==> config.mk <==
export PLATFORM = sky130hd
export DESIGN_NAME = freq_measure
export DESIGN_NICKNAME = d
export VERILOG_FILES = /design/src/design/freq_measure_pkg.sv /design/src/design/freq_measure.sv
export SDC_FILE = /design/constraint.sdc
export NUM_CORES = 1
export LEC_CHECK = 0
export BUFFER_PORTS_ARGS = -buffer_cell sky130_fd_sc_hd__buf_2
export CORE_MARGIN = 1.5
export CORE_UTILIZATION = 55
export CTS_CLUSTER_SIZE = 14
export DETAILED_ROUTE_END_ITERATION = 8
export HOLD_SLACK_MARGIN = 0.12
export PLACE_DENSITY = 0.75
export SLEW_MARGIN = 20
export SYNTH_ARGS = -nofsm -noshare
export SYNTH_HDL_FRONTEND = slang
export SYNTH_SLANG_ARGS = --single-unit
==> constraint.sdc <==
create_clock -name mclk -period 3.3 [get_ports mclk]
set_input_delay 0.495 -clock mclk [delete_from_list [all_inputs] [get_ports mclk]]
set_output_delay 0.495 -clock mclk [all_outputs]
set_load 0.02 [all_outputs]
==> src/design/freq_measure_pkg.sv <==
package freq_measure_pkg;

    // ------------------------------------------------------------
    // widths and constants
    // ------------------------------------------------------------
    localparam int COUNT_WIDTH = 32;
    localparam int ID_WIDTH    = 2;

    // onboard timebase rates in Hz; the source strobes are assumed to tick at these
    localparam int TIMEBASE_FAST_HZ = 100_000_000;
    localparam int TIMEBASE_MID_HZ  = 20_000_000;
    localparam int TIMEBASE_SLOW_HZ = 100_000;

    localparam logic [COUNT_WIDTH-1:0] COUNT_RESET = 32'h0000_0000;
    localparam logic [COUNT_WIDTH-1:0] COUNT_ONE   = 32'h0000_0001;
    localparam logic [1:0]             LEVEL_EMPTY = 2'h0;
    localparam logic [1:0]             LEVEL_ONE   = 2'h1;
    localparam logic [1:0]             LEVEL_FULL  = 2'h2;
    localparam logic                   AVG_DEFAULT_BUFFERED = 1'b1;
    localparam logic                   AVG_DEFAULT_SINGLE   = 1'b0;

    // ------------------------------------------------------------
    // enumerations
    // ------------------------------------------------------------
    typedef enum logic [1:0] {
        MODE_LOW_FREQ,
        MODE_HIGH_FREQ,
        MODE_LARGE_RANGE,
        MODE_SAMPLE_CLOCKED
    } mode_type;

    typedef enum logic [1:0] {
        SRC_TIMEBASE_FAST,
        SRC_TIMEBASE_MID,
        SRC_TIMEBASE_SLOW,
        SRC_ROUTED
    } source_type;

    typedef enum logic [2:0] {
        ST_IDLE,
        ST_ARMED,
        ST_COUNT,
        ST_RUN,
        ST_PUSH
    } state_type;

    // ------------------------------------------------------------
    // carriers
    // ------------------------------------------------------------
    typedef struct packed {
        mode_type               mode;
        source_type             sourceSel;
        logic                   externalGate;
        logic                   hwTimedSinglePointMode;
        logic                   averagingOverride;
        logic                   frequencyAveragingEnable;
        logic [COUNT_WIDTH-1:0] divideDown;
        logic [COUNT_WIDTH-1:0] gatePulseTicks;
    } config_type;

    typedef struct packed {
        logic [ID_WIDTH-1:0]    counterId;
        logic                   overrun;
        logic                   averaged;
        logic [COUNT_WIDTH-1:0] primaryCount;
        logic [COUNT_WIDTH-1:0] embeddedCount;
    } sample_type;

endpackage

==> src/design/freq_measure.sv <==
`timescale 1ns/10ps
// Function
// - low-frequency mode: count timebase ticks across one period of the measured signal.
// - source is fast, mid or slow onboard timebase, or a routed known-rate signal.
// - counters pair fixed: zero with one, two with three.
// - high-frequency mode: count measured edges while known-width gate pulse is high.
// - gate pulse comes from paired counter or external terminal; external uses one counter.
// - large-range mode: first counter makes one pulse of N measured periods.
// - first counter output gates the second counter, which counts the timebase.
// - second counter does one pulse-width measurement giving J timebase periods.
// - averaging: embedded counts measured ticks, primary counts timebase, per sample.
// - non-averaging reports the last complete period before each sample clock edge.
// - averaging defaults on for buffered, off for hardware-timed single point.
// - hardware-timed single point supports both choices, averaging off by default.
// - large-range interval equals N periods of the measured input.
// - sample-clocked interval spans exactly one sample clock period.
// - flag overrun when no complete input pulse occurs between sample clocks.
module freq_measure #(
    parameter int          COUNT_WIDTH = freq_measure_pkg::COUNT_WIDTH,
    parameter logic [0:0]  PAIR_INDEX  = 1'b0
) (
    input  wire logic                          mclk,
    input  wire logic                          sys_rst,
    input  wire freq_measure_pkg::config_type  cfg,
    input  wire logic                          arm,
    input  wire logic                          disarm,
    input  wire logic                          measuredSignal,
    input  wire logic                          timebaseFastTick,
    input  wire logic                          timebaseMidTick,
    input  wire logic                          timebaseSlowTick,
    input  wire logic                          routedSourceTick,
    input  wire logic                          programmableFunctionTerminal,
    input  wire logic                          sampleClock,
    output      logic                          busy,
    output      logic                          pairGateOut,
    output      logic                          overrunSeen,
    output      logic                          sampleLost,
    output      logic                          resultValid,
    input  wire logic                          resultReady,
    output      freq_measure_pkg::sample_type  resultData
);

    // ------------------------------------------------------------
    // state record
    // ------------------------------------------------------------
    typedef struct packed {
        freq_measure_pkg::state_type            state;
        freq_measure_pkg::config_type           cfg;
        logic                                   measPrev;
        logic                                   gatePrev;
        logic                                   samplePrev;
        logic                                   pairGate;
        logic [COUNT_WIDTH-1:0]                 pairCount;
        logic [COUNT_WIDTH-1:0]                 primary;
        logic [COUNT_WIDTH-1:0]                 embedded;
        logic [COUNT_WIDTH-1:0]                 lastPeriod;
        logic                                   periodStarted;
        logic                                   periodDone;
        logic                                   intervalStarted;
        logic                                   overrun;
        logic                                   lost;
        freq_measure_pkg::sample_type           pending;
        logic [1:0]                             level;
        freq_measure_pkg::sample_type [1:0]     entry;
    } core_type;

    core_type state_q;
    core_type state_d;

    // ------------------------------------------------------------
    // combinational terms
    // ------------------------------------------------------------
    localparam int                     ID_WIDTH_L  = freq_measure_pkg::ID_WIDTH;
    localparam logic [COUNT_WIDTH-1:0] COUNT_ONE_L = COUNT_WIDTH'(1);

    logic                          sourceTick;
    logic                          measRise;
    logic                          sampleRise;
    logic                          gateLevel;
    logic                          gateFall;
    logic                          avgEnable;
    logic                          bufInReady;
    logic                          pushValid;
    logic                          popFire;
    logic                          pushFire;
    logic [ID_WIDTH_L-1:0]         pairId;
    freq_measure_pkg::sample_type  pushData;

    always_comb begin
        unique case (state_q.cfg.sourceSel)
            freq_measure_pkg::SRC_TIMEBASE_FAST: sourceTick = timebaseFastTick;
            freq_measure_pkg::SRC_TIMEBASE_MID:  sourceTick = timebaseMidTick;
            freq_measure_pkg::SRC_TIMEBASE_SLOW: sourceTick = timebaseSlowTick;
            freq_measure_pkg::SRC_ROUTED:        sourceTick = routedSourceTick;
        endcase
    end

    // the primary counter of pair P is counter 2P, its partner 2P+1
    assign pairId     = {PAIR_INDEX, 1'b0};
    assign measRise   = measuredSignal & ~state_q.measPrev;
    assign sampleRise = sampleClock & ~state_q.samplePrev;
    // external gate leaves the partner counter free
    assign gateLevel  = state_q.cfg.externalGate ? programmableFunctionTerminal
                                                 : state_q.pairGate;
    assign gateFall   = state_q.gatePrev & ~gateLevel;
    // buffered default on, single point default off, either overridable
    assign avgEnable  = state_q.cfg.averagingOverride ? state_q.cfg.frequencyAveragingEnable
                      : (state_q.cfg.hwTimedSinglePointMode ? freq_measure_pkg::AVG_DEFAULT_SINGLE
                                                            : freq_measure_pkg::AVG_DEFAULT_BUFFERED);

    assign bufInReady = state_q.level != freq_measure_pkg::LEVEL_FULL;
    assign popFire    = resultReady && (state_q.level != freq_measure_pkg::LEVEL_EMPTY);

    always_comb begin
        pushValid = 1'b0;
        pushData  = state_q.pending;
        if (state_q.state == freq_measure_pkg::ST_PUSH) begin
            pushValid = 1'b1;
        end else if (state_q.state == freq_measure_pkg::ST_RUN && sampleRise && state_q.intervalStarted) begin
            pushValid              = 1'b1;
            pushData.counterId     = pairId;
            pushData.averaged      = avgEnable;
            // a period ending on this very edge still counts as complete
            pushData.overrun       = ~(state_q.periodDone | (measRise & state_q.periodStarted));
            if (avgEnable) begin
                pushData.primaryCount  = state_q.primary + (sourceTick ? COUNT_ONE_L : '0);
                pushData.embeddedCount = state_q.embedded + (measRise ? COUNT_ONE_L : '0);
            end else begin
                pushData.primaryCount  = (measRise & state_q.periodStarted)
                                       ? state_q.primary + (sourceTick ? COUNT_ONE_L : '0)
                                       : state_q.lastPeriod;
                pushData.embeddedCount = COUNT_ONE_L;
            end
        end
    end

    assign pushFire = pushValid & bufInReady;

    // ------------------------------------------------------------
    // next state
    // ------------------------------------------------------------
    always_comb begin
        state_d            = state_q;
        state_d.measPrev   = measuredSignal;
        state_d.samplePrev = sampleClock;
        state_d.gatePrev   = gateLevel;

        // two-entry output buffer
        if (popFire) begin
            state_d.entry[0] = state_q.entry[1];
        end
        if (pushFire) begin
            if (state_q.level == freq_measure_pkg::LEVEL_EMPTY ||
                (state_q.level == freq_measure_pkg::LEVEL_ONE && popFire)) begin
                state_d.entry[0] = pushData;
            end else begin
                state_d.entry[1] = pushData;
            end
        end
        unique case ({pushFire, popFire})
            2'b10:   state_d.level = state_q.level + 2'h1;
            2'b01:   state_d.level = state_q.level - 2'h1;
            default: state_d.level = state_q.level;
        endcase

        unique case (state_q.state)
            freq_measure_pkg::ST_IDLE: begin
                if (arm) begin
                    state_d.cfg             = cfg;
                    state_d.primary         = freq_measure_pkg::COUNT_RESET;
                    state_d.embedded        = freq_measure_pkg::COUNT_RESET;
                    state_d.pairCount       = freq_measure_pkg::COUNT_RESET;
                    state_d.periodStarted   = 1'b0;
                    state_d.periodDone      = 1'b0;
                    state_d.intervalStarted = 1'b0;
                    state_d.overrun         = 1'b0;
                    state_d.lost            = 1'b0;
                    state_d.pairGate        = 1'b0;
                    state_d.gatePrev        = 1'b0;
                    if (cfg.mode == freq_measure_pkg::MODE_SAMPLE_CLOCKED) begin
                        state_d.state = freq_measure_pkg::ST_RUN;
                    end else begin
                        state_d.state = freq_measure_pkg::ST_ARMED;
                    end
                    // partner counter opens a known-width gate at once
                    if (cfg.mode == freq_measure_pkg::MODE_HIGH_FREQ && !cfg.externalGate) begin
                        state_d.pairGate  = 1'b1;
                        state_d.pairCount = cfg.gatePulseTicks;
                    end
                end
            end

            freq_measure_pkg::ST_ARMED: begin
                unique case (state_q.cfg.mode)
                    freq_measure_pkg::MODE_LOW_FREQ: begin
                        if (measRise) begin
                            state_d.state   = freq_measure_pkg::ST_COUNT;
                            state_d.primary = freq_measure_pkg::COUNT_RESET;
                        end
                    end
                    freq_measure_pkg::MODE_LARGE_RANGE: begin
                        if (measRise) begin
                            state_d.state     = freq_measure_pkg::ST_COUNT;
                            state_d.pairGate  = 1'b1;
                            state_d.embedded  = COUNT_ONE_L;
                            state_d.primary   = freq_measure_pkg::COUNT_RESET;
                        end
                    end
                    default: begin
                        // high-frequency: wait for the gate to go active
                        if (gateLevel) begin
                            state_d.state   = freq_measure_pkg::ST_COUNT;
                            state_d.primary = measRise ? COUNT_ONE_L : freq_measure_pkg::COUNT_RESET;
                        end
                    end
                endcase
                if (state_q.cfg.mode == freq_measure_pkg::MODE_HIGH_FREQ && !state_q.cfg.externalGate &&
                    sourceTick && state_q.pairCount != freq_measure_pkg::COUNT_RESET) begin
                    state_d.pairCount = state_q.pairCount - COUNT_ONE_L;
                end
            end

            freq_measure_pkg::ST_COUNT: begin
                state_d.pending.counterId = pairId;
                state_d.pending.overrun   = 1'b0;
                state_d.pending.averaged  = 1'b0;
                unique case (state_q.cfg.mode)
                    freq_measure_pkg::MODE_LOW_FREQ: begin
                        if (measRise) begin
                            // one gate period exactly, closing edge ends it
                            state_d.pending.primaryCount  = state_q.primary + (sourceTick ? COUNT_ONE_L : '0);
                            state_d.pending.embeddedCount = COUNT_ONE_L;
                            state_d.state                 = freq_measure_pkg::ST_PUSH;
                        end else if (sourceTick) begin
                            state_d.primary = state_q.primary + COUNT_ONE_L;
                        end
                    end
                    freq_measure_pkg::MODE_LARGE_RANGE: begin
                        if (sourceTick) begin
                            state_d.primary = state_q.primary + COUNT_ONE_L;
                        end
                        if (measRise) begin
                            if (state_q.embedded == state_q.cfg.divideDown) begin
                                // pulse closes after exactly N measured periods
                                state_d.pairGate              = 1'b0;
                                // closing edge cycle counts, as in low-frequency mode
                                state_d.pending.primaryCount  = state_q.primary + (sourceTick ? COUNT_ONE_L : '0);
                                state_d.pending.embeddedCount = state_q.embedded;
                                state_d.state                 = freq_measure_pkg::ST_PUSH;
                            end else begin
                                state_d.embedded = state_q.embedded + COUNT_ONE_L;
                            end
                        end
                    end
                    default: begin
                        if (!state_q.cfg.externalGate && sourceTick) begin
                            if (state_q.pairCount <= COUNT_ONE_L) begin
                                state_d.pairGate  = 1'b0;
                                state_d.pairCount = freq_measure_pkg::COUNT_RESET;
                            end else begin
                                state_d.pairCount = state_q.pairCount - COUNT_ONE_L;
                            end
                        end
                        if (gateFall) begin
                            state_d.pending.primaryCount  = state_q.primary;
                            state_d.pending.embeddedCount = state_q.cfg.gatePulseTicks;
                            state_d.state                 = freq_measure_pkg::ST_PUSH;
                        end else if (measRise) begin
                            state_d.primary = state_q.primary + COUNT_ONE_L;
                        end
                    end
                endcase
                if (disarm) begin
                    state_d.state    = freq_measure_pkg::ST_IDLE;
                    state_d.pairGate = 1'b0;
                end
            end

            freq_measure_pkg::ST_PUSH: begin
                // back-pressure holds the result until the buffer has room
                if (bufInReady) begin
                    state_d.state = freq_measure_pkg::ST_IDLE;
                end
            end

            freq_measure_pkg::ST_RUN: begin
                // period tracking for the single-period choice
                if (measRise) begin
                    state_d.periodStarted = 1'b1;
                    state_d.primary       = freq_measure_pkg::COUNT_RESET;
                    if (state_q.periodStarted) begin
                        state_d.lastPeriod = state_q.primary + (sourceTick ? COUNT_ONE_L : '0);
                        state_d.periodDone = 1'b1;
                    end
                end else if (sourceTick) begin
                    state_d.primary = state_q.primary + COUNT_ONE_L;
                end
                if (avgEnable) begin
                    if (measRise) begin
                        state_d.embedded = state_q.embedded + COUNT_ONE_L;
                    end
                    state_d.primary = state_q.primary + (sourceTick ? COUNT_ONE_L : '0);
                end
                if (sampleRise) begin
                    // interval restarts on each sample clock edge
                    state_d.intervalStarted = 1'b1;
                    state_d.periodDone      = 1'b0;
                    state_d.embedded        = freq_measure_pkg::COUNT_RESET;
                    if (avgEnable) begin
                        state_d.primary = freq_measure_pkg::COUNT_RESET;
                    end
                    if (pushValid && pushData.overrun) begin
                        state_d.overrun = 1'b1;
                    end
                    if (pushValid && !bufInReady) begin
                        state_d.lost = 1'b1;
                    end
                end
                if (disarm) begin
                    state_d.state = freq_measure_pkg::ST_IDLE;
                end
            end

            default: state_d.state = freq_measure_pkg::ST_IDLE;
        endcase
    end

    // ------------------------------------------------------------
    // state register
    // ------------------------------------------------------------
    always_ff @(posedge mclk) begin
        if (sys_rst) begin
            state_q       <= '0;
            state_q.state <= freq_measure_pkg::ST_IDLE;
        end else begin
            state_q <= state_d;
        end
    end

    // ------------------------------------------------------------
    // outputs
    // ------------------------------------------------------------
    assign busy        = state_q.state != freq_measure_pkg::ST_IDLE;
    assign pairGateOut = state_q.pairGate;
    assign overrunSeen = state_q.overrun;
    assign sampleLost  = state_q.lost;
    assign resultValid = state_q.level != freq_measure_pkg::LEVEL_EMPTY;
    assign resultData  = state_q.entry[0];

endmodule

* Word level (Yosys, flattened, before mapping) *
Index checks and enable logic that the tools add are counted.

word-level totals
  register bits after elaboration = 412
  output and inout port bits = 73

operators by class
  muxes and demuxes = 77
  equality and inequality tests = 52
  reductions and logical operators = 42
  order comparisons = 1
  bitwise logic cells = 11
  add/sub/neg operators = 7

operator list
  cell                                                                     number
  32-bit 2-to-1 mux                                                        17
  64-bit 2-to-1 mux                                                        8
  64-bit one-hot mux with 4 select lines                                   1
  68-bit 2-to-1 mux                                                        3
  66-bit 2-to-1 mux                                                        2
  32-bit one-hot mux with 2 select lines                                   2
  64-bit one-hot mux with 2 select lines                                   1
  33-bit one-hot mux with 3 select lines                                   1
  97-bit 2-to-1 mux                                                        1
  75-bit 2-to-1 mux                                                        1
  33-bit 2-to-1 mux                                                        2
  32-bit by 1-bit adder with 32-bit output (second input constant)         2
  32-bit by 1-bit adder with 32-bit output                                 1
  32-bit adder                                                             1
  32-bit equality test                                                     1
  32-bit by 1-bit <= comparator with 1-bit output (second input constant)  1
  32-bit nonzero test                                                      1
  32-bit by 1-bit subtractor with 32-bit output (second input constant)    1
  3-bit 2-to-1 mux                                                         10
  2-bit != test (second input constant)                                    15
  3-bit != test (second input constant)                                    9
  9-bit AND reduction                                                      3
  1-bit 2-to-1 mux                                                         18
  3-bit one-hot mux with 5 select lines                                    1
  37 further kinds                                                         87

* Logic depth before layout (Yosys ltp) *
  depth in word-level cells = 12
  gate-level depth with buffers = 13
  mapped depth without buffers = 11

* Worst setup path after synthesis *
OpenSTA, ideal clock, no wires.

  path type = in2reg
  start = input port timebaseSlowTick
  end = register state_q (netlist bit resultData[54])
  stages on the path = 12
  path slack = -0.068 ns
  data arrival time = 3.289 ns
  required time = 3.221 ns
  path buffers = 2
  path through = mux4_2 > clkbuf_1 > ha_1 > ha_1 > nand2_1 > or4_1 > buf_2 > or3_4 > or4_1 > o21ai_1 > a221oi_1 > a211oi_2

between the ends
  word-level cells in the longest chain between the ends = 9

ends and longest elaborated chain
  item                                          RTL line                                  text
  from (decl)                                   freq_measure.sv:30                        input wire logic timebaseSlowTick,
  1-bit one-hot mux with 4 select lines (*)     freq_measure.sv:90                        unique case (state_q.cfg.sourceSel)
  1-bit 2-to-1 mux (*)                          freq_measure.sv:126, freq_measure.sv:130
  32-bit by 1-bit adder with 32-bit output (*)  freq_measure.sv:126, freq_measure.sv:130
  32-bit 2-to-1 mux                             freq_measure.sv:130                       ? state_q.primary + (sourceTick ? COUNT_ONE_L : '0)
  64-bit 2-to-1 mux (*)                         freq_measure.sv:125                       if (avgEnable) begin
  66-bit 2-to-1 mux (*)                         freq_measure.sv:119                       end else if (state_q.state == freq_measure_pkg::ST_RUN && sampleRise && state_q.intervalStarted) begin
  66-bit 2-to-1 mux (*)                         freq_measure.sv:117                       if (state_q.state == freq_measure_pkg::ST_PUSH) begin
  68-bit 2-to-1 mux (*)                         freq_measure.sv:153                       if (state_q.level == freq_measure_pkg::LEVEL_EMPTY ||
  68-bit 2-to-1 mux (*)                         freq_measure.sv:152                       if (pushFire) begin
  to (signal assigned)                          freq_measure.sv:336                       state_q <= state_d;
  to (decl)                                     freq_measure.sv:67                        core_type state_q;

Every way passes the cells marked *; elsewhere a longest branch is shown, timed or not.
A chain may end at the register's enable or synchronous reset.

* Worst setup path in the final report *
  start = register state_q[412] (netlist bit)
  end = register state_q (netlist bit resultData[58])

between the ends
  word-level cells in the longest chain between the ends = 10

ends and longest elaborated chain
  item                                               RTL line
  2-bit equality test, or another cell as far along  freq_measure.sv:90
  1-bit one-hot mux with 4 select lines (*)          freq_measure.sv:90
  1-bit 2-to-1 mux (*)                               freq_measure.sv:126, freq_measure.sv:130
  32-bit by 1-bit adder with 32-bit output (*)       freq_measure.sv:126, freq_measure.sv:130
  32-bit 2-to-1 mux                                  freq_measure.sv:130
  64-bit 2-to-1 mux (*)                              freq_measure.sv:125
  66-bit 2-to-1 mux (*)                              freq_measure.sv:119
  66-bit 2-to-1 mux (*)                              freq_measure.sv:117
  68-bit 2-to-1 mux (*)                              freq_measure.sv:153
  68-bit 2-to-1 mux (*)                              freq_measure.sv:152

Marks and branches as above.

==> results.tsv <==
stage	metric	value	unit
run_status	outcome	finished, final reports clean	
global_routing	first-pass GRT wire length	108000	um
power_and_ir_drop	Net Switching	5.84	mW
clock_network	CTS tree	done	
global_routing	Tot GR Track Use	33.2	%
power_and_ir_drop	Total Power	16.1	mW
routing	Initial DRC Count	2317	
worst_setup_path	Max FO, Critical Path	6	
power_and_ir_drop	Reg power frac	37.7	%
clock_network	clock-pin slew on the worst setup and hold paths	60	ps
cells_and_area	# nets final	2969	
power_and_ir_drop	Internal	10.2	mW
cells_and_area	Layout Cells excl Fill	3422	
clock_network	clk root buf	clkbuf_16	
synth	Seq/Total Area, Yosys	38.1	%
placed_design	gpl congestion	0.924	
clock_network	CTS Sinks	412	
synth	Synth area leaders	dfxtp_1 38%, nand2_1 8.1%, a211oi_1 6.7%	
cells_and_area	Area Overhead vs Synth	11.7	%
synth	Post-Syn Nets	2964	
routing	vias per cell	6.20	
cells_and_area	FF+latch area	8250	um^2
synth	post-synthesis cell area	21600	um^2
synth	EDFF count, synth	0	
clock_network	Worst-Skew Late Latency	600	ps
floorplan	# IOs	157	
floorplan	die extent in x	201	um
power_and_ir_drop	Static Leakage	8.37	nW
power_and_ir_drop	maximum vdd drop	0.590	mV
routing	wl on met1	30800	um
floorplan	FP Rows	72	
sta	hold_ws	137	ps
cells_and_area	commonest non-fill, non-tap cell in the layout	nand2_1	
routing	# DRC	0	
routing	DR vias	21227	
floorplan	Die Y-Extent	201	um
routing	DR top layer	met5	
sta	Setup Skew	27.4	ps
sta	pin slew with the least headroom to its limit	900	ps
sta	final period utilization	96.9	%
worst_setup_path	CP Launch Type	flip-flop	
sta	fmax	313	MHz
synth	synth warn	0	
global_routing	largest net degree at the start of global routing	201	
worst_setup_path	WS Path Type	flip-flop to flip-flop	
routing	DRT antenna net count	0	
cells_and_area	Finished Core Util	62.4	%
placed_design	port bufs	156	
cells_and_area	share of layout cells above drive strength 1	13.5	%
clock_network	CTS max path bufs	3	
worst_setup_path	CP Data Arrival Time	3690	ps
routing	Pre-antenna DRT Iters	5	
global_routing	vias in the first global route	19138	
cells_and_area	multi-input gate area in the final layout	11800	um^2
global_routing	antenna violations before repair	1	
routing	routed wire length	68900	um
worst_setup_path	critical-path cell list	mux4_2 -> ha_2 -> ha_1 -> nand2_1 -> or4_1 -> or3_4 -> or4_1 -> o21ai_1 -> a221oi_2 -> a211oi_2	
worst_hold_path	Hold Path Class	input pin to flip-flop	
routing	WL/cell	20.1	um
worst_setup_path	cell mode on critical path	or4_1	
worst_setup_path	WP data required	3790	ps
synth	syn avg cell area	7.55	um^2
synth	Top FF cell, synth	dfxtp_1	
power_and_ir_drop	Net Sw Frac	36.3	%
floorplan	Initial Util	55.9	%
sta	Max Slew Vio Count	0	
sta	Setup-failing EPs final	0	
worst_setup_path	Critical Path Max Stage Delay	540	ps
sta	Slew Limit Headroom	40.0	%
synth	post-synth top area share	38.1	%
synth	ys async rst share	0	%
clock_network	CTS HTree Levels	2	
power_and_ir_drop	combinational fraction of design power	30.6	%
routing	met2 WL post-DR	29100	um
cells_and_area	Fill cells	3479	
sta	PnR worst setup slack	102	ps
placed_design	Place WS	-48.6	ps
synth	post-synth cell types	73	
floorplan	DIE AREA	40500	um^2
worst_setup_path	CP Capture Type	flip-flop	
synth	FF+latch count, synth	412	
cells_and_area	Antenna Cells	0	
synth	Synth Instances	2867	
run	max-cap violations	0	
clock_network	number of post-CTS setup repair buffers	0	
sta	unrepaired setup endpoints after global routing	true	
placed_design	placed wire-length estimate	48300	um
routing	length of routed met3 wiring	7820	um
sta	Tmin final	3200	ps
synth	area leader, netlist	dfxtp_1	
power_and_ir_drop	Power Density	666	nW/um^2
sta	Hold Vio Cnt, Final	0	
power_and_ir_drop	clock power share	31.7	%
cells_and_area	most frequent cells in the layout	467 x nand2_1, 411 x dfxtp_1, 366 x nor2_1, 248 x a21oi_1, 192 x a211oi_1	
worst_setup_path	crit path buf inv count	0	
floorplan	Core ar.	38700	um^2
global_routing	total grt overflow	0	
worst_setup_path	Top delay family on crit path	simple AND/OR/NAND/NOR gates	
placed_design	Cells after DPL	3339	
worst_setup_path	CP max stage cell	or4_1	
clock_network	CTS Buf Count	45	
[power groups by stage]
| stage | clock (mW) | sequential (mW) | combinational, mW |
|---|---|---|---|
| after floorplan | 0 | 5.98 | 3.68 |
| final | 5.10 | 6.07 | 4.92 |
| after detailed placement | 0 | 6.16 | 4.82 |
| after global placement | 0 | 6.13 | 4.74 |
| after global routing | 5.32 | 6.13 | 5.36 |
| after CTS | 5.13 | 6.05 | 4.86 |
[repair_timing]
item	in CTS	in global routing
endpoints found under the setup margin	0	5
hold buffers	4	0
hold endpoints to repair	4	0
gates resized for setup	0	2
[final timing paths]
check	to	cells after the start	slack [ps]	startpoint
worst max-delay path	resultData[58]$_SDFF_PP0_	10	100	state_q[412]$_SDFFE_PP0P_
worst min-delay path	state_q[380]$_SDFFE_PP0P_	3	140	cfg[37]
worst max register to register	resultData[58]$_SDFF_PP0_	10	100	state_q[412]$_SDFFE_PP0P_
worst min register to register	state_q[346]$_SDFFE_PP0P_	2	450	state_q[346]$_SDFFE_PP0P_
[synthesized netlist by cell type, drive strengths merged, types with 27 or more instances]
master  number
nor2       370
xnor2      102
a22oi       28
clkbuf     202
nor3        59
a211oi     195
nand3       36
o21ai      106
buf        127
and3        48
nand2      468
nand4       45
dfxtp      412
a21oi      248
xor2        39
inv         27
[metal layers]
metal | up-vias | global-route usage, %
li1 | 10068 | -
met1 | 10019 | 49.8
met2 | 1040 | 48.3
met3 | 98 | 6.82
met4 | 2 | 7.81
met5 | - | 0
[flip-flops by register name, indices dropped and copies added, names as in the netlist]
name	count
overrunSeen	1
sampleLost	1
resultData	68
pairGateOut	1
state_q	341
[layout make-up]
type                    instances  area share (%)
clock buffers                  64            5.20
repair buffers                287            7.90
clock inverters                15           0.859
well taps                     518            2.68
flip-flops and latches        412            34.1
inverters                      27           0.419
multi-input cells            2099            48.8
[tightest hold or removal path, cell delays in order]
cell and delay [ps]:
buf_2 100, nand2_1 50, a21oi_1 50
[through the flow]
| stage | instance area (um^2) | setup TNS (ps) |
|---|---|---|
| 3_3_place_gp | 22700 | -12.7 |
| 3_5_place_dp | 22700 | -101 |
| 5_1_grt | 24200 | -3.61 |
| 2_1_floorplan | 21600 | 0 |
| 4_1_cts | 24200 | 0 |
| 6_report | 24200 | 0 |
[kinds of logic (layout without fill, tap and decap cells)]
| logic type | after synthesis | count (layout) | synth area share, % |
|---|---|---|---|
| XOR/XNOR | 141 | 141 | 5.71 |
| buffers and inverters | 356 | 393 | 7.69 |
| adder cells (fa/ha/maj) | 13 | 13 | 0.752 |
| flip-flops | 412 | 412 | 38.1 |
| multiplexers | 18 | 18 | 0.896 |
| AND/OR/NAND/NOR | 1167 | 1167 | 24.0 |
| AO/OA/AOI/OAI | 760 | 760 | 22.8 |
Note: power is estimated with default switching activity, not from simulation.
